### src/hdl/line_xcvr_pkg.sv
// Purpose: constants for the sensor line transceiver control block
// Assumes: 50 MHz clk, classic wishbone register access
// Notes: operation list below
// Operation
// - push_pull_select picks push-pull, else open-drain with low/high-side polarity
// - driver enabled by enable pin or enable bit, minus overrides
// - line output is NAND of transmit inputs; receive output inverts line
// - receive_output_disable holds receive output high; receiver stays powered
// - one filter bit picks 500kHz or 1MHz for both receivers
// - overcurrent held longer than 160us records a line fault
// - open-drain driver off with line between thresholds is a line fault
// - line fault sets flag, event, interrupt; driver off 240us after start
// - after short shutdown retry 350us every 26ms while short persists
// - driver floats until all supplies are good; undervoltage output floats until logic supplies are good
// - driver off whenever main, logic or logic-level supply is low
// - main supply low sets flag, event, indicator, interrupt; always monitored
// - registers kept with logic supply; no access or irq on logic undervoltage
// - low rail undervoltage sets event and irq; indicator only when enabled
// - indicator follows condition; events and irq held until status read
// - in wake-up, low transmit input drives line opposite previous sensed level
// - wake_soft_enable acts exactly like wake_pin_enable
// - above 115C hot flag and event, irq; read clears event; flag clears below 95C
// - above 150C driver and sinks off, registers alive; restore after cooling
// - status read clears events; a persisting line fault sets its event again
// - four 8-bit registers at a 2-bit register address
package line_xcvr_pkg;
   // ********************************
   // register map (index * 4 = byte address)
   // ********************************
   localparam logic [1:0] REG_STATUS = 2'h0;
   localparam logic [1:0] REG_LINE_CFG = 2'h1;
   localparam logic [1:0] REG_AUX_CFG = 2'h2;
   localparam logic [1:0] REG_MODE = 2'h3;
   localparam logic [7:0] LINE_CFG_RESET = 8'h00;
   localparam logic [1:0] AUX_CFG_RESET = 2'h0;
   localparam logic [7:0] MODE_RESET = 8'h00;
   // line_config_register fields
   localparam int CFG_SINK = 0;
   localparam int CFG_RECEIVE_OUTPUT_DISABLE = 1;
   localparam int CFG_STATIC = 2;
   localparam int CFG_DRVEN = 3;
   localparam int CFG_PP = 4;
   localparam int CFG_POL = 5;
   localparam int CFG_FAST = 6;
   localparam int CFG_FILT = 7;
   // mode fields
   localparam int MODE_LDO_DIS = 0;
   localparam int MODE_AUX_MON = 1;
   localparam int MODE_WAKE = 6;
   // ********************************
   // timing
   // ********************************
   localparam int CLK_MHZ = 50;
   localparam int SHORT_US = 160;
   localparam int OFF_US = 240;
   localparam int RETRY_US = 350;
   localparam int PERIOD_MS = 26;
   localparam int TICK_CYC = CLK_MHZ;
   localparam int SHORT_TICKS = SHORT_US;
   localparam int OFF_TICKS = OFF_US;
   localparam int RETRY_TICKS = RETRY_US;
   localparam int PERIOD_TICKS = PERIOD_MS * 1000;
   typedef enum logic [1:0] {
      FLT_IDLE = 2'b00,
      FLT_WAIT = 2'b01,
      FLT_OFF = 2'b10,
      FLT_RETRY = 2'b11
   } fault_state_t;
endpackage

### src/hdl/line_xcvr_ctrl.sv
// Purpose: control logic of a master-side sensor line transceiver
// Assumes: analog comparators/monitors arrive asynchronously on pins
// Notes: wishbone registers, one clock, no interrupt block beyond irq pin
//
// Chosen here: the Wishbone register port and the register addresses.
`timescale 1ns/1ps
module line_xcvr_ctrl
(
   input wire logic clk,
   input wire logic sys_rst,
   input wire logic [3:0] wb_adr_i,
   input wire logic [31:0] wb_dat_i,
   output logic [31:0] wb_dat_o,
   input wire logic wb_we_i,
   input wire logic [3:0] wb_sel_i,
   input wire logic wb_cyc_i,
   input wire logic wb_stb_i,
   output logic wb_ack_o,
   input wire logic tx_drive_enable_pin,
   input wire logic transmit_comm_input,
   input wire logic transmit_level_input,
   input wire logic wake_pin_enable,
   input wire logic line_sense_high,
   input wire logic line_sense_low,
   input wire logic overcurrent,
   input wire logic aux_logic_input,
   input wire logic main_supply_ok,
   input wire logic logic_supply_ok,
   input wire logic level_supply_ok,
   input wire logic low_rail_ok,
   input wire logic temp_warn,
   input wire logic temp_cool,
   input wire logic temp_shutdown,
   output logic line_o,
   output logic line_oe_n,
   output logic push_pull_select,
   output logic open_drain_polarity_select,
   output logic fast_edge_select,
   output logic noise_filter_corner_select,
   output logic line_sink_enable,
   output logic aux_sink_enable,
   output logic low_rail_disable,
   output logic line_receive_output,
   output logic aux_level_output,
   output logic undervoltage_indicator_o,
   output logic undervoltage_indicator_oe_n,
   output logic interrupt_request_n
);
   // ********************************
   // input synchronisers
   // ********************************
   localparam int NSYNC = 14;
   logic [NSYNC-1:0] async_in;
   logic [NSYNC-1:0] sync1_q;
   logic [NSYNC-1:0] sync_q;
   assign async_in = {tx_drive_enable_pin, transmit_comm_input, transmit_level_input,
      wake_pin_enable, line_sense_high, line_sense_low, overcurrent, aux_logic_input,
      main_supply_ok, logic_supply_ok, level_supply_ok, low_rail_ok, temp_warn,
      temp_shutdown};
   // no reset: a cleared stage would look like a supply dip and latch false events
   always_ff @(posedge clk)
   begin
      sync1_q <= async_in;
      sync_q <= sync1_q;
   end
   logic tx_drive_enable_pin_s, txc_s, txq_s, wake_pin_enable_s, hi_s, lo_s, oc_s, di_s;
   logic vcc_ok, v5_ok, vl_ok, ldo_ok, warn_s, tsd_s;
   assign {tx_drive_enable_pin_s, txc_s, txq_s, wake_pin_enable_s, hi_s, lo_s, oc_s, di_s,
      vcc_ok, v5_ok, vl_ok, ldo_ok, warn_s, tsd_s} = sync_q;
   logic cool1_q, cool_q;
   always_ff @(posedge clk)
   begin
      cool1_q <= temp_cool;
      cool_q <= cool1_q;
   end

   // ********************************
   // registers
   // ********************************
   logic [7:0] cfg_q;
   logic [1:0] aux_cfg_q;
   logic [7:0] mode_q;
   logic line_fault_flag_q, main_supply_low_flag_q, hot_die_flag_q;
   logic line_fault_event_q, aux_supply_low_event_q, main_supply_low_event_q, hot_die_event_q;
   logic logic_ok;
   logic bus_req, status_read, wr_en;
   assign logic_ok = v5_ok & vl_ok;
   assign bus_req = wb_cyc_i & wb_stb_i & ~wb_ack_o & logic_ok;
   assign wr_en = bus_req & wb_we_i & wb_sel_i[0];
   assign status_read = bus_req & ~wb_we_i & (wb_adr_i[3:2] == line_xcvr_pkg::REG_STATUS);
   always_ff @(posedge clk)
   begin
      if (sys_rst)
         wb_ack_o <= 1'b0;
      else
         wb_ack_o <= bus_req;
   end
   // registers keep their values across supply dips; only sys_rst clears them
   always_ff @(posedge clk)
   begin
      if (sys_rst)
      begin
         cfg_q <= line_xcvr_pkg::LINE_CFG_RESET;
         aux_cfg_q <= line_xcvr_pkg::AUX_CFG_RESET;
         mode_q <= line_xcvr_pkg::MODE_RESET;
      end
      else if (wr_en)
      begin
         case (wb_adr_i[3:2])
            line_xcvr_pkg::REG_LINE_CFG: cfg_q <= wb_dat_i[7:0];
            line_xcvr_pkg::REG_AUX_CFG: aux_cfg_q <= wb_dat_i[1:0];
            line_xcvr_pkg::REG_MODE:
            begin
               mode_q[line_xcvr_pkg::MODE_LDO_DIS] <= wb_dat_i[line_xcvr_pkg::MODE_LDO_DIS];
               mode_q[line_xcvr_pkg::MODE_AUX_MON] <= wb_dat_i[line_xcvr_pkg::MODE_AUX_MON];
               mode_q[line_xcvr_pkg::MODE_WAKE] <= wb_dat_i[line_xcvr_pkg::MODE_WAKE];
            end
            default: cfg_q <= cfg_q;
         endcase
      end
   end
   logic [7:0] status_v, mode_v;
   assign status_v = {2'b00, di_s, lo_s, line_fault_event_q, aux_supply_low_event_q,
      main_supply_low_event_q, hot_die_event_q};
   assign mode_v = {1'b0, mode_q[line_xcvr_pkg::MODE_WAKE], 1'b0, line_fault_flag_q,
      main_supply_low_flag_q, hot_die_flag_q, mode_q[line_xcvr_pkg::MODE_AUX_MON],
      mode_q[line_xcvr_pkg::MODE_LDO_DIS]};
   always_ff @(posedge clk)
   begin
      if (sys_rst)
         wb_dat_o <= 32'h0000_0000;
      else if (bus_req && !wb_we_i)
      begin
         case (wb_adr_i[3:2])
            line_xcvr_pkg::REG_STATUS: wb_dat_o <= {24'h00_0000, status_v};
            line_xcvr_pkg::REG_LINE_CFG: wb_dat_o <= {24'h00_0000, cfg_q};
            line_xcvr_pkg::REG_AUX_CFG: wb_dat_o <= {30'h0000_0000, aux_cfg_q};
            line_xcvr_pkg::REG_MODE: wb_dat_o <= {24'h00_0000, mode_v};
            default: wb_dat_o <= 32'h0000_0000;
         endcase
      end
   end

   // ********************************
   // 1 us timebase
   // ********************************
   logic [5:0] pre_q;
   logic tick;
   assign tick = (pre_q == 6'(line_xcvr_pkg::TICK_CYC - 1));
   always_ff @(posedge clk)
   begin
      if (sys_rst || tick)
         pre_q <= 6'h00;
      else
         pre_q <= pre_q + 6'h01;
   end

   // ********************************
   // line fault and autoretry
   // ********************************
   line_xcvr_pkg::fault_state_t flt_q;
   logic [14:0] ft_q;
   logic [14:0] per_q;
   logic [7:0] oc_q;
   logic drv_req, drv_on, level_err, short_fault, fault_now, fault_off;
   logic od_mode;
   assign od_mode = ~cfg_q[line_xcvr_pkg::CFG_PP];
   assign level_err = od_mode & ~drv_req & ~hi_s & ~lo_s;
   // overcurrent held continuously; filter counts microseconds
   always_ff @(posedge clk)
   begin
      if (sys_rst || !oc_s)
         oc_q <= 8'h00;
      else if (tick && oc_q != 8'(line_xcvr_pkg::SHORT_TICKS))
         oc_q <= oc_q + 8'h01;
   end
   assign short_fault = (oc_q == 8'(line_xcvr_pkg::SHORT_TICKS));
   assign fault_now = short_fault | level_err;
   always_ff @(posedge clk)
   begin
      if (sys_rst)
      begin
         flt_q <= line_xcvr_pkg::FLT_IDLE;
         ft_q <= 15'h0000;
         per_q <= 15'h0000;
      end
      else
      begin
         if (tick)
            ft_q <= ft_q + 15'h0001;
         if (tick)
            per_q <= per_q + 15'h0001;
         case (flt_q)
            line_xcvr_pkg::FLT_IDLE:
               if (oc_s)
               begin
                  flt_q <= line_xcvr_pkg::FLT_WAIT;
                  ft_q <= 15'h0000;
               end
            line_xcvr_pkg::FLT_WAIT:
               if (!oc_s)
                  flt_q <= line_xcvr_pkg::FLT_IDLE;
               else if (ft_q == 15'(line_xcvr_pkg::OFF_TICKS))
               begin
                  flt_q <= line_xcvr_pkg::FLT_OFF;
                  per_q <= 15'h0000;
               end
            line_xcvr_pkg::FLT_OFF:
               if (per_q == 15'(line_xcvr_pkg::PERIOD_TICKS))
               begin
                  flt_q <= line_xcvr_pkg::FLT_RETRY;
                  ft_q <= 15'h0000;
               end
            line_xcvr_pkg::FLT_RETRY:
               if (ft_q == 15'(line_xcvr_pkg::RETRY_TICKS))
               begin
                  flt_q <= oc_s ? line_xcvr_pkg::FLT_OFF : line_xcvr_pkg::FLT_IDLE;
                  per_q <= 15'h0000;
               end
            default: flt_q <= line_xcvr_pkg::FLT_IDLE;
         endcase
      end
   end
   assign fault_off = (flt_q == line_xcvr_pkg::FLT_OFF);

   // ********************************
   // supply, temperature flags and events
   // ********************************
   logic all_ok, shutdown_q, irq_any;
   assign all_ok = vcc_ok & v5_ok & vl_ok & ldo_ok;
   always_ff @(posedge clk)
   begin
      if (sys_rst)
      begin
         line_fault_flag_q <= 1'b0;
         main_supply_low_flag_q <= 1'b0;
         hot_die_flag_q <= 1'b0;
         shutdown_q <= 1'b0;
      end
      else
      begin
         line_fault_flag_q <= fault_now | (line_fault_flag_q & (flt_q != line_xcvr_pkg::FLT_IDLE));
         main_supply_low_flag_q <= ~vcc_ok;
         if (warn_s)
            hot_die_flag_q <= 1'b1;
         else if (cool_q)
            hot_die_flag_q <= 1'b0;
         if (tsd_s)
            shutdown_q <= 1'b1;
         else if (cool_q)
            shutdown_q <= 1'b0;
      end
   end
   // set wins over the read clear; a held fault re-arms right after the read
   always_ff @(posedge clk)
   begin
      if (sys_rst)
      begin
         line_fault_event_q <= 1'b0;
         aux_supply_low_event_q <= 1'b0;
         main_supply_low_event_q <= 1'b0;
         hot_die_event_q <= 1'b0;
      end
      else
      begin
         line_fault_event_q <= fault_now | line_fault_flag_q & status_read
            | (line_fault_event_q & ~status_read);
         aux_supply_low_event_q <= ~ldo_ok | (aux_supply_low_event_q & ~status_read);
         main_supply_low_event_q <= ~vcc_ok | (main_supply_low_event_q & ~status_read);
         hot_die_event_q <= (warn_s & ~hot_die_flag_q) | (hot_die_event_q & ~status_read);
      end
   end
   assign irq_any = line_fault_event_q | main_supply_low_event_q | hot_die_event_q
      | aux_supply_low_event_q;
   assign interrupt_request_n = ~(irq_any & logic_ok);

   // ********************************
   // driver, wake-up, receive path
   // ********************************
   logic wake_en, wake_act, wake_level_q, tx_and;
   assign tx_and = txc_s & txq_s;
   assign wake_en = wake_pin_enable_s | mode_q[line_xcvr_pkg::MODE_WAKE];
   assign wake_act = wake_en & ~tx_and;
   always_ff @(posedge clk)
   begin
      if (sys_rst)
         wake_level_q <= 1'b0;
      else if (!wake_act)
         wake_level_q <= lo_s; // line low sensed: drive high
   end
   assign drv_req = tx_drive_enable_pin_s | cfg_q[line_xcvr_pkg::CFG_DRVEN] | wake_act;
   assign drv_on = drv_req & all_ok & ~fault_off & ~shutdown_q;
   always_ff @(posedge clk)
   begin
      if (sys_rst)
      begin
         line_o <= 1'b0;
         line_oe_n <= 1'b1;
      end
      else
      begin
         line_o <= wake_act ? wake_level_q : ~tx_and;
         // open-drain: only the active switch drives, the other level floats
         if (!drv_on)
            line_oe_n <= 1'b1;
         else if (cfg_q[line_xcvr_pkg::CFG_PP])
            line_oe_n <= 1'b0;
         else
            line_oe_n <= ~((wake_act ? wake_level_q : ~tx_and)
               == cfg_q[line_xcvr_pkg::CFG_POL]);
      end
   end
   always_ff @(posedge clk)
   begin
      if (sys_rst)
      begin
         push_pull_select <= 1'b0;
         open_drain_polarity_select <= 1'b0;
         fast_edge_select <= 1'b0;
         noise_filter_corner_select <= 1'b0;
         line_sink_enable <= 1'b0;
         aux_sink_enable <= 1'b0;
         low_rail_disable <= 1'b0;
         line_receive_output <= 1'b1;
         aux_level_output <= 1'b1;
         undervoltage_indicator_o <= 1'b0;
         undervoltage_indicator_oe_n <= 1'b1;
      end
      else
      begin
         push_pull_select <= cfg_q[line_xcvr_pkg::CFG_PP];
         open_drain_polarity_select <= cfg_q[line_xcvr_pkg::CFG_POL];
         fast_edge_select <= cfg_q[line_xcvr_pkg::CFG_FAST];
         noise_filter_corner_select <= cfg_q[line_xcvr_pkg::CFG_FILT];
         line_sink_enable <= cfg_q[line_xcvr_pkg::CFG_SINK] & ~drv_on & ~shutdown_q;
         aux_sink_enable <= aux_cfg_q[0] & ~shutdown_q;
         low_rail_disable <= mode_q[line_xcvr_pkg::MODE_LDO_DIS];
         line_receive_output <= cfg_q[line_xcvr_pkg::CFG_RECEIVE_OUTPUT_DISABLE] | lo_s;
         aux_level_output <= aux_cfg_q[1] | ~di_s;
         undervoltage_indicator_o <= 1'b1;
         // floats during logic-supply lockout; driven high on main or enabled rail fault
         undervoltage_indicator_oe_n <= ~(logic_ok & (~vcc_ok
            | (~ldo_ok & mode_q[line_xcvr_pkg::MODE_AUX_MON])));
      end
   end
endmodule

### config.mk
export PLATFORM = sky130hd
export DESIGN_NAME = line_xcvr_ctrl
export DESIGN_NICKNAME = d
export VERILOG_FILES = /design/src/hdl/line_xcvr_pkg.sv /design/src/hdl/line_xcvr_ctrl.sv
export SDC_FILE = /design/constraint.sdc
export NUM_CORES = 1
export LEC_CHECK = 0
export ABC_AREA = 1
export ABC_CLOCK_PERIOD_IN_PS = 1500
export BUFFER_PORTS_ARGS = -buffer_cell sky130_fd_sc_hd__buf_2
export CAP_MARGIN = 20
export CORE_MARGIN = 2
export CORE_UTILIZATION = 49
export CTS_CLUSTER_SIZE = 14
export DETAILED_ROUTE_END_ITERATION = 16
export GPL_ROUTABILITY_DRIVEN = 0
export PLACE_DENSITY = 0.76
export RECOVER_POWER = 100
export SKIP_CTS_REPAIR_TIMING = 1
export SLEW_MARGIN = 5
export SYNTH_ARGS = -nofsm -noshare
export SYNTH_HDL_FRONTEND = slang
export SYNTH_SLANG_ARGS = --single-unit
export TNS_END_PERCENT = 10
### constraint.sdc
create_clock -name clk -period 1.5 [get_ports clk]
set_clock_uncertainty 0.15 [all_clocks]
set_input_delay 0.225 -clock clk [delete_from_list [all_inputs] [get_ports clk]]
set_output_delay 0.225 -clock clk [all_outputs]
set_load 0.005 [all_outputs]
-- Word level (Yosys, flattened, before mapping)
Index checks and enable logic that the tools add are counted.
- magnitude comparators: 0
- reduce and logical (&&, ||, !) cells: 16
- bitwise operators: 66
- shift operators: 0
- muxes and demuxes: 23
- equality and inequality tests: 17
- div/mod/pow operators: 0
- add/sub/neg operators: 4
- multiply operators: 0
- operator list (cell ; count):
    32-bit case mux with 4 select lines ; 1
    15-bit 2-to-1 mux ; 7
    15-bit case mux with 2 select lines ; 2
    1-bit AND ; 32
    15-bit by 1-bit adder with 15-bit output (second input constant) ; 2
    1-bit NOT ; 18
    1-bit bitwise OR ; 16
    15-bit == test (second input constant) ; 1
    15-bit by 8-bit == test with 1-bit output (second input constant) ; 1
    15-bit by 9-bit == test with 1-bit output (second input constant) ; 1
    2-bit 2-to-1 mux ; 6
    8-bit by 1-bit adder with 8-bit output (second input constant) ; 1
    2-bit == test (second input constant) ; 4
    8-bit == test (second input constant) ; 1
    8-bit != test (second input constant) ; 1
    2-bit case mux with 4 select lines ; 1
    6-bit by 1-bit adder with 6-bit output (second input constant) ; 1
    6-bit == test (second input constant) ; 1
    1-bit 2-to-1 mux ; 6
    2-bit AND reduction ; 3
    2-bit nonzero test ; 3
    2-bit by 1-bit == test with 1-bit output (second input constant) ; 2
    2-bit logical NOT ; 2
    2-bit != test (second input constant) ; 2
    8 further kinds ; 11
- memories kept: 0
- memory bits (writable): 0
- ROM bits: 0
- bits of input ports: 60
- latch bits: 0
- output and inout bits: 47
- bits in registers: 144

-- Logic depth before layout (Yosys ltp)
Gate-level depths: netlist of the first run.
- word-level depth: 11
- mapped depth: 13
- depth with buffers taken out: 13

-- Least setup slack after synthesis of the first run
OpenSTA, ideal clock, no wires.
- path kind: flip-flop to flip-flop
- start: register pre_q[0]
- end: register ft_q[11]
- library setup time: 0.115 ns
- path slack: -0.029 ns
- arrival time: 1.264 ns
- data required time: 1.235 ns
- stages on the path, launching flop included: 9
- cells stage by stage: dfxtp_1 > ha_1 > nand4_2 > nor2_4 > nand3_4 > nor2_4 > nand3_1 > nand2_1 > nor2_1
- word-level cells in the longest chain between the ends: 4
- elaborated cells on any way between the ends: 5
- RTL lines (element ; line ; source):
    from (decl) ; line_xcvr_ctrl.sv:147 ; logic [5:0] pre_q;
    from (signal assigned) ; line_xcvr_ctrl.sv:155 ; pre_q <= pre_q + 6'h01;
    6-bit == test * ; line_xcvr_ctrl.sv:149 ; assign tick = (pre_q == 6'(line_xcvr_pkg::TICK_CYC - 1));
    15-bit 2-to-1 mux * ; line_xcvr_ctrl.sv:189 ; if (tick)
    15-bit 2-to-1 mux, on equally long branches ; line_xcvr_ctrl.sv:209, line_xcvr_ctrl.sv:195 ;
    15-bit case mux with 2 select lines * ; line_xcvr_ctrl.sv:193 ; case (flt_q)
    to (signal assigned) ; line_xcvr_ctrl.sv:190 ; ft_q <= ft_q + 15'h0001;
    to (decl) ; line_xcvr_ctrl.sv:162 ; logic [14:0] ft_q;
Every way passes the cells marked *; elsewhere a longest branch is shown, timed or not.
A chain may end at the register's enable or synchronous reset.

-- Worst setup path after layout of the first run
- start: register main_supply_low_event_q
- end: output port interrupt_request_n
- word-level cells in the longest chain between the ends: 5
- RTL lines (element ; line ; source):
    from (decl) ; line_xcvr_ctrl.sv:84 ; logic line_fault_event_q, aux_supply_low_event_q, main_supply_low_event_q, hot_die_event_q;
    from (signal assigned) ; line_xcvr_ctrl.sv:269 ; main_supply_low_event_q <= ~vcc_ok | (main_supply_low_event_q & ~status_read);
    1-bit bitwise OR (2 in a row) ; line_xcvr_ctrl.sv:273 ; assign irq_any = line_fault_event_q | main_supply_low_event_q | hot_die_event_q
    1-bit bitwise OR ; line_xcvr_ctrl.sv:274 ; | aux_supply_low_event_q;
    1-bit AND ; line_xcvr_ctrl.sv:275 ; assign interrupt_request_n = ~(irq_any & logic_ok);
    1-bit NOT ; line_xcvr_ctrl.sv:275 ;
    to (decl) ; line_xcvr_ctrl.sv:47 ; output logic interrupt_request_n
No other way between the ends.

==> results.toml, run 1 <==
[cells_and_area]
drive_above_1_share_pct = 31.1
layout.nets = 861
stdcell_count = 938
fillerInstances = 629
design_area_um2 = 7150
fin_util_pct = 72.8
insertedDiodeCount = 0
syn_to_final_growth_pct = 43.8

[global_routing]
top_usage_layer = "met2"
track_usage_pct = 21.1
gr-usage-met2_pct = 34.8
met1_usage_pct = 26.2
grt.met3_usage_pct = 4.12
overflow = 0
grt_max_degree = 25
grt_pass1_wl_um = 18700
grt_pass1_vias = 4206
grt_antenna_before_repair = 0

[clock_network]
numCtsBuffers = 17
cts.path.max_buffers = 2
cts_tree = "done"
worstSkewPairLatency_ps = 520
cts-root-buf = "clkbuf_8"
cts_num_sinks = 120
htreeDepth = 4
clk_pin_slew_ps = 60

[routing]
drc_errors = 0
vias_per_cell = 5.21
wire_per_inst_um = 14.8
initialDrtViolationCount = 458
drtAntennaViolNets = 0
routed_wl_um = 13900
via_count = 4885
firstDrtPassIters = 6

[sta]
max_freq_mhz = 542
relSlewSlack_pct = 65.7
setup_viol = 61
setup-tns-final_ps = -7560
tightest_slew_ps = 514
slew_viol_final = 0
rsz0062_at_grt = "true"
hold_viol_final = 0
whs_ps = 27.2
period_share_pct = 123
setup_slack_ps = -345
period_needed_ps = 1850

[min_path]
holdPathStages = 5
min_path_type = "input port to flip-flop"
hp-start = "wb_we_i"
hold_end = "wb_dat_o[5]"

[power]
vdd_drop_max_v = 0.000971
p_leak_nw = 3.04
power_density_nw_per_um2 = 1190
fin_total_pwr_mw = 8.49

[synth]
yosys.area_share.xor_xnor_pct = 4.58
yosysTopAreaCellShare_pct = 48.3
synth.area.mux_share_pct = 0
syn_avg_cell_area_um2 = 7.96
synth.most_common_cell = "dfxtp_1"
synth_flop_cell = "dfxtp_1"
synth-edff-count = 0
synthTopCellsByCount = "dfxtp_1 (120), nand2_1 (105), nor2_1 (94), inv_1 (69), a21oi_1 (41)"
yosys.area_share.simple_pct = 25.4
synth_fa_ha_area_share_pct = 2.26
synth_area_leaders = "dfxtp_1 (48%), nand2_1 (7.9%), nor2_1 (7.1%)"
syn-instance-count = 625
synth_top_area_cell = "dfxtp_1"
seq_area_frac_synth_pct = 48.3
yosysUniqueCellTypes = 35
synth_compound_area_share_pct = 8.73
async_reset_ff_share_pct = 0
synthesis.area_um2 = 4970
ys_seq_elements = 120
synth_top_family_by_area = "simple AND/OR/NAND/NOR gates"
ys_warn_count = 0

[setup_path]
crit_fanout = 3
required_ps = 1120
crit_path_end_kind = "primary output"
r2r_start = "sync_q[4]"
reg2reg_to = "cfg_q[1]"
max_stage_delay_ps = 370
r2r_slack_ps = -230
slowest_stage = "dfxtp_4"
crit_arrival_ps = 1470
start_kind = "flip-flop"
crit_chain = "o41ai_4 -> buf_4 -> buf_6"
setup.worst_path.class = "flip-flop to primary output"
worst-r2r-cell-count = 9

[die]
die_area_um2 = 11000
coreArea_um2 = 9820
start_util_pct = 50.6
num_io_pins = 107
dieWidth_um = 105
die_h_um = 105
row_count = 36

[run]
maxCapViolCount = 0

[run_status]
status = "complete, but fails checks"
violations = "negative setup slack"

[place]
io_buffer_count = 53
pre_cts_slack_ps = -207
dp_hpwl_um = 7990
dpl_cell_area_um2 = 5850
placed_cells = 870
-- worst max-delay path by stage --
stage                                        from                   to  slack (ps)  cells after the start
final                     main_supply_low_event_q  interrupt_request_n        -350                      3
after global routing           line_fault_event_q  interrupt_request_n        -380                      3
after CTS                      line_fault_event_q  interrupt_request_n        -540                      3
after detailed placement                 per_q[1]              ft_q[7]        -210                     14
after global placement                   per_q[0]              ft_q[7]        -130                     14
after floorplan                          pre_q[1]             ft_q[10]         -20                      9
-- sequential cells by signal, summed over array words and instances (netlist names), 2 cells and up, named ones only --
register / cells
aux_cfg_q: 2
cfg_q: 8
ft_q: 15
mode_q: 3
oc_q: 8
per_q: 15
pre_q: 6
sync1_q: 14
sync_q: 14
wb_dat_o: 8
-- logic make-up after synthesis --
logic type                 Yosys count
other                                1
AOI/OAI and AO/OA                   83
adders and majority gates            9
xor gates and xnor gates            26
and+or+nand+nor                    280
buffers and inverters              106
DFF                                120
-- worst max-delay path, delay by kind of cell, from the launching register on --
| kind | cells | cell delay, ps |
|---|---|---|
| buffers and inverters | 2 | 240 |
| AO/OA/AOI/OAI | 1 | 350 |
| flip-flops | 1 | 370 |
-- area by class of cell --
cell class	instances	area (um2)	share of cell area, %
clock inverter	13	214	2.99
multi-input combinational	422	2410	33.8
inverter	70	270	3.78
tap	133	166	2.33
sequential	120	2430	33.9
clock buffer	19	432	6.04
timing repair buffer	161	1230	17.2
-- layer usage --
metal / vias up / routed length [um] / share of wire [%]
li1: 2287 / - / -
met1: 2278 / 5560 / 40
met2: 266 / 6760 / 49
met3: 54 / 1050 / 7.5
met4: 0 / 543 / 3.9
met5: - / 0 / 0
-- report_power, final --
part	switching, mW	internal [mW]	leakage [nW]
logic	0.375	0.332	1.74
clock network	1.50	2.93	0.310
registers	0.0701	3.28	0.990
total	1.95	6.54	3.04
-- cell usage in the layout (no fill, tap or decap), types with 16 or more instances in the layout --
master           n
a21oi_1         40
buf_2           45
buf_4           67
clkbuf_16       18
conb_1          24
dfxtp_1        105
dlygate4sd3_1   26
inv_1           59
nand2_1         94
nand3_1         25
nor2_1          81
o21ai_0         16
xor2_1          18
(Power assumes the default switching activity.)
==> run 2, diff against run 1 <==
Settings changed: ABC_CLOCK_PERIOD_IN_PS 1500 to 1700, CORE_UTILIZATION 49 to 50, PLACE_DENSITY 0.76 to 0.74.
Clock period 1.5 ns to 1.7 ns, I/O delays scaled along.
==> results.toml, run 2 (same netlist as run 1, synthesis figures left out) <==
[global_routing]
met1_usage_pct = 24.9
overflow = 0
grt_pass1_wl_um = 17900
grt_antenna_before_repair = 0
gr-usage-met2_pct = 35.2
grt.met3_usage_pct = 4.72
grt_max_degree = 26
grt_pass1_vias = 4032
top_usage_layer = "met2"
track_usage_pct = 20.5

[setup_path]
crit_path_end_kind = "primary output"
required_ps = 1290
crit_arrival_ps = 1410
setup.worst_path.class = "flip-flop to primary output"
crit_fanout = 3
start_kind = "flip-flop"

[cells_and_area]
largestRegisters = "ft_q: 15 flops, per_q: 15 flops"
syn_to_final_growth_pct = 27.6
drive_above_1_share_pct = 19.4
fin_util_pct = 65.2
layout.nets = 804
layout_common_cells = "dfxtp_1 (112), nand2_1 (103), nor2_1 (92), inv_1 (64), buf_2 (45)"
stdcell_count = 881
layout_commonest_cell = "dfxtp_1"
fillerInstances = 762
insertedDiodeCount = 0
design_area_um2 = 6350

[clock_network]
htreeDepth = 4
cts-root-buf = "clkbuf_8"
numCtsBuffers = 17
worstSkewPairLatency_ps = 520
cts.path.max_buffers = 2
clk_pin_slew_ps = 60
cts_num_sinks = 120
cts_tree = "done"

[die]
coreArea_um2 = 9730
row_count = 36
die_area_um2 = 10800
num_io_pins = 107
dieWidth_um = 104
start_util_pct = 51.1
die_h_um = 104

[run]
maxCapViolCount = 0

[min_path]
min_path_type = "input port to flip-flop"

[sta]
setup_slack_ps = -118
setup_viol = 9
period_share_pct = 107
max_freq_mhz = 550
slew_viol_final = 0
whs_ps = 6.43
period_needed_ps = 1820
setup-tns-final_ps = -245
rsz0062_at_grt = "true"
hold_viol_final = 0

[routing]
initialDrtViolationCount = 261
via_count = 4372
drtAntennaViolNets = 0
firstDrtPassIters = 5
wire_per_inst_um = 13.0
vias_per_cell = 4.96
routed_wl_um = 11400
drc_errors = 0

[place]
dp_hpwl_um = 7310
io_buffer_count = 53
placed_cells = 817
dpl_cell_area_um2 = 5370

[power]
power_density_nw_per_um2 = 1070
vdd_drop_max_v = 0.000783
p_leak_nw = 2.65

[run_status]
status = "complete, but fails checks"
violations = "negative setup slack"
## run 2: per-layer routing
metal	part of all wire (%)	routed length, um	vias to the layer above
li1	-	-	2173
met2	50	5690	168
met1	42	4840	2011
met3	6.2	710	20
met4	1.8	208	0
met5	0	0	-
## run 2: cell type report
| cell class | count | area [um2] | area share (%) |
|---|---|---|---|
| multi-input combinational | 423 | 2240 | 35.3 |
| inverter | 70 | 263 | 4.14 |
| clock buffer | 17 | 414 | 6.53 |
| clock inverter | 15 | 149 | 2.35 |
| sequential | 120 | 2410 | 38.0 |
| tap | 133 | 166 | 2.62 |
| timing repair buffer | 103 | 704 | 11.1 |
## run 2: worst max-delay path, cell delays in order, from the launching register on
cell	delay, ps
dfxtp_2	340
o41ai_4	380
buf_2	170
## run 2: path summary, 6_finish.rpt
check	from	to	slack [ps]	depth (start not counted)
worst min-delay path	wb_adr_i[3]	wb_dat_o[7]	6	4
worst max register to register	per_q[0]	flip-flop	-30	13
worst max-delay path	main_supply_low_event_q	interrupt_request_n	-120	2
worst min register to register	sync1_q[0]	sync_q[0]	180	0
## run 2: power by group
part           internal (mW)  total [mW]  switching [mW]
Sequential              2.89        2.95          0.0540
Combinational          0.181       0.430           0.249
Clock                   1.88        3.39            1.51
Total                   4.95        6.77            1.81
## run 2: through the flow
| step | total power [mW] | setup WS, ps |
|---|---|---|
| 2_1_floorplan | 3.23 | 171 |
| 3_3_place_gp | 3.31 | 17.3 |
| 3_5_place_dp | 3.33 | -49.0 |
| 4_1_cts | 6.68 | -256 |
| 5_1_grt | 6.98 | -151 |
| 6_report | 6.77 | -118 |
==> run 3, diff against run 2 <==
Settings changed: PLACE_DENSITY 0.74 to 0.76.
==> results.toml, run 3 (same netlist as run 1, synthesis figures left out) <==
[run_status]
status = "complete, but fails checks"
violations = "negative setup slack"

[setup_path]
crit_path_end_kind = "primary output"
crit_arrival_ps = 1410
reg2reg_to = "ft_q[7]"
startpoint = "line_fault_event_q"
r2r_start = "per_q[0]"
required_ps = 1290
endpoint = "interrupt_request_n"
r2r_slack_ps = -40
crit_fanout = 3
start_kind = "flip-flop"
setup.worst_path.class = "flip-flop to primary output"
worst-r2r-cell-count = 13

[global_routing]
grt_pass1_vias = 3949
grt_antenna_before_repair = 0
grt_pass1_wl_um = 17500
grt_max_degree = 19
track_usage_pct = 19.9
overflow = 0

[cells_and_area]
largestRegisters = "ft_q: 15 flops, per_q: 15 flops"
fillerInstances = 771
design_area_um2 = 6390
insertedDiodeCount = 0
layout.nets = 807
syn_to_final_growth_pct = 28.6
drive_above_1_share_pct = 19.5
layout_common_cells = "dfxtp_1 (114), nand2_1 (102), nor2_1 (89), inv_1 (64)"
layout_commonest_cell = "dfxtp_1"

[power]
net-switching-power_mw = 1.58
seq_power_share_pct = 43.1
intPower_mw = 5.25
clkPwrFrac_pct = 51.0
power_density_nw_per_um2 = 1070
comb_power_share_pct = 5.9
p_leak_nw = 2.68
vdd_drop_max_v = 0.000901
swShare_pct = 23.1

[routing]
drtAntennaViolNets = 0
firstDrtPassIters = 5
routed_wl_um = 11100
initialDrtViolationCount = 236
drc_errors = 0
vias_per_cell = 4.87
wire_per_inst_um = 12.6
via_count = 4304

[sta]
rsz0062_at_grt = "true"
period_share_pct = 107
hold_viol_final = 0
setup_viol = 13
period_needed_ps = 1820
relSlewSlack_pct = 59.7
slew_viol_final = 0
max_freq_mhz = 550
setup-tns-final_ps = -242
setup_slack_ps = -117
tightest_slew_ps = 605

[min_path]
min_path_type = "input port to flip-flop"
holdPathStages = 4

[die]
num_io_pins = 107
start_util_pct = 51.1
dieWidth_um = 104
die_area_um2 = 10800
die_h_um = 104
coreArea_um2 = 9730
row_count = 36

[place]
dp_hpwl_um = 7350
dpl_cell_area_um2 = 5370
io_buffer_count = 53

[clock_network]
cts-root-buf = "clkbuf_8"
numCtsBuffers = 17
cts.path.max_buffers = 2
cts_tree = "done"
clk_pin_slew_ps = 60
cts_num_sinks = 120
htreeDepth = 4
worstSkewPairLatency_ps = 520

[run]
maxCapViolCount = 0
run 3: routing by layer:
metal  vias up  global-route usage, %  part of all wire [%]
met3        20                   5.79                   5.4
met1      1969                   24.2                    42
met4         0                   6.18                   1.8
met5         -                      0                     0
met2       143                   34.3                    51
li1       2172                      -                     -
run 3: power by group through the flow:
stage | clock network, mW | registers [mW] | logic (mW)
floorplan | 0 | 2.99 | 0.243
global placement | 0 | 3.00 | 0.312
detailed placement | 0 | 3.00 | 0.324
CTS | 3.53 | 2.94 | 0.326
global route | 3.66 | 2.95 | 0.453
finish | 3.48 | 2.95 | 0.402
run 3: critical path, cell delays in order (launching register included):
cell and delay [ps]:
dfxtp_1 350, o41ai_4 370, buf_2 180
run 3: layout make-up:
class	instances	area (um2)	area share (%)
Clock buffer	20	445	6.97
Clock inverter	11	138	2.15
Inverter	70	263	4.11
Multi-Input combinational cell	422	2250	35.1
Sequential cell	120	2410	37.7
Tap cell	133	166	2.60
Timing Repair Buffer	107	724	11.3
run 3: how the worst min path moves through the flow:
stage                          startpoint           end  slack (ps)
final                         wb_adr_i[3]   wb_dat_o[7]          30
after global routing          wb_adr_i[3]  aux_cfg_q[0]          30
after CTS                 line_sense_high    sync1_q[9]        -330
after detailed placement      sync1_q[11]    sync_q[11]         160
after global placement        sync1_q[10]    sync_q[10]         160
after floorplan                 temp_cool       cool1_q         130
run 3: stage by stage:
| stage | util, % | std cells | power (mW) | hold WS, ps | setup WS [ps] |
|---|---|---|---|---|---|
| 2_1_floorplan | - | 648 | 3.23 | 133 | 171 |
| 3_3_place_gp | 55.2 | 818 | 3.31 | 162 | -1.48 |
| 3_5_place_dp | 55.2 | 818 | 3.32 | 162 | -54.8 |
| 4_1_cts | 61.2 | 849 | 6.80 | -326 | -232 |
| 5_1_grt | 65.7 | 883 | 7.07 | 33.6 | -135 |
| 6_report | 65.7 | 883 | 6.83 | 32.6 | -117 |
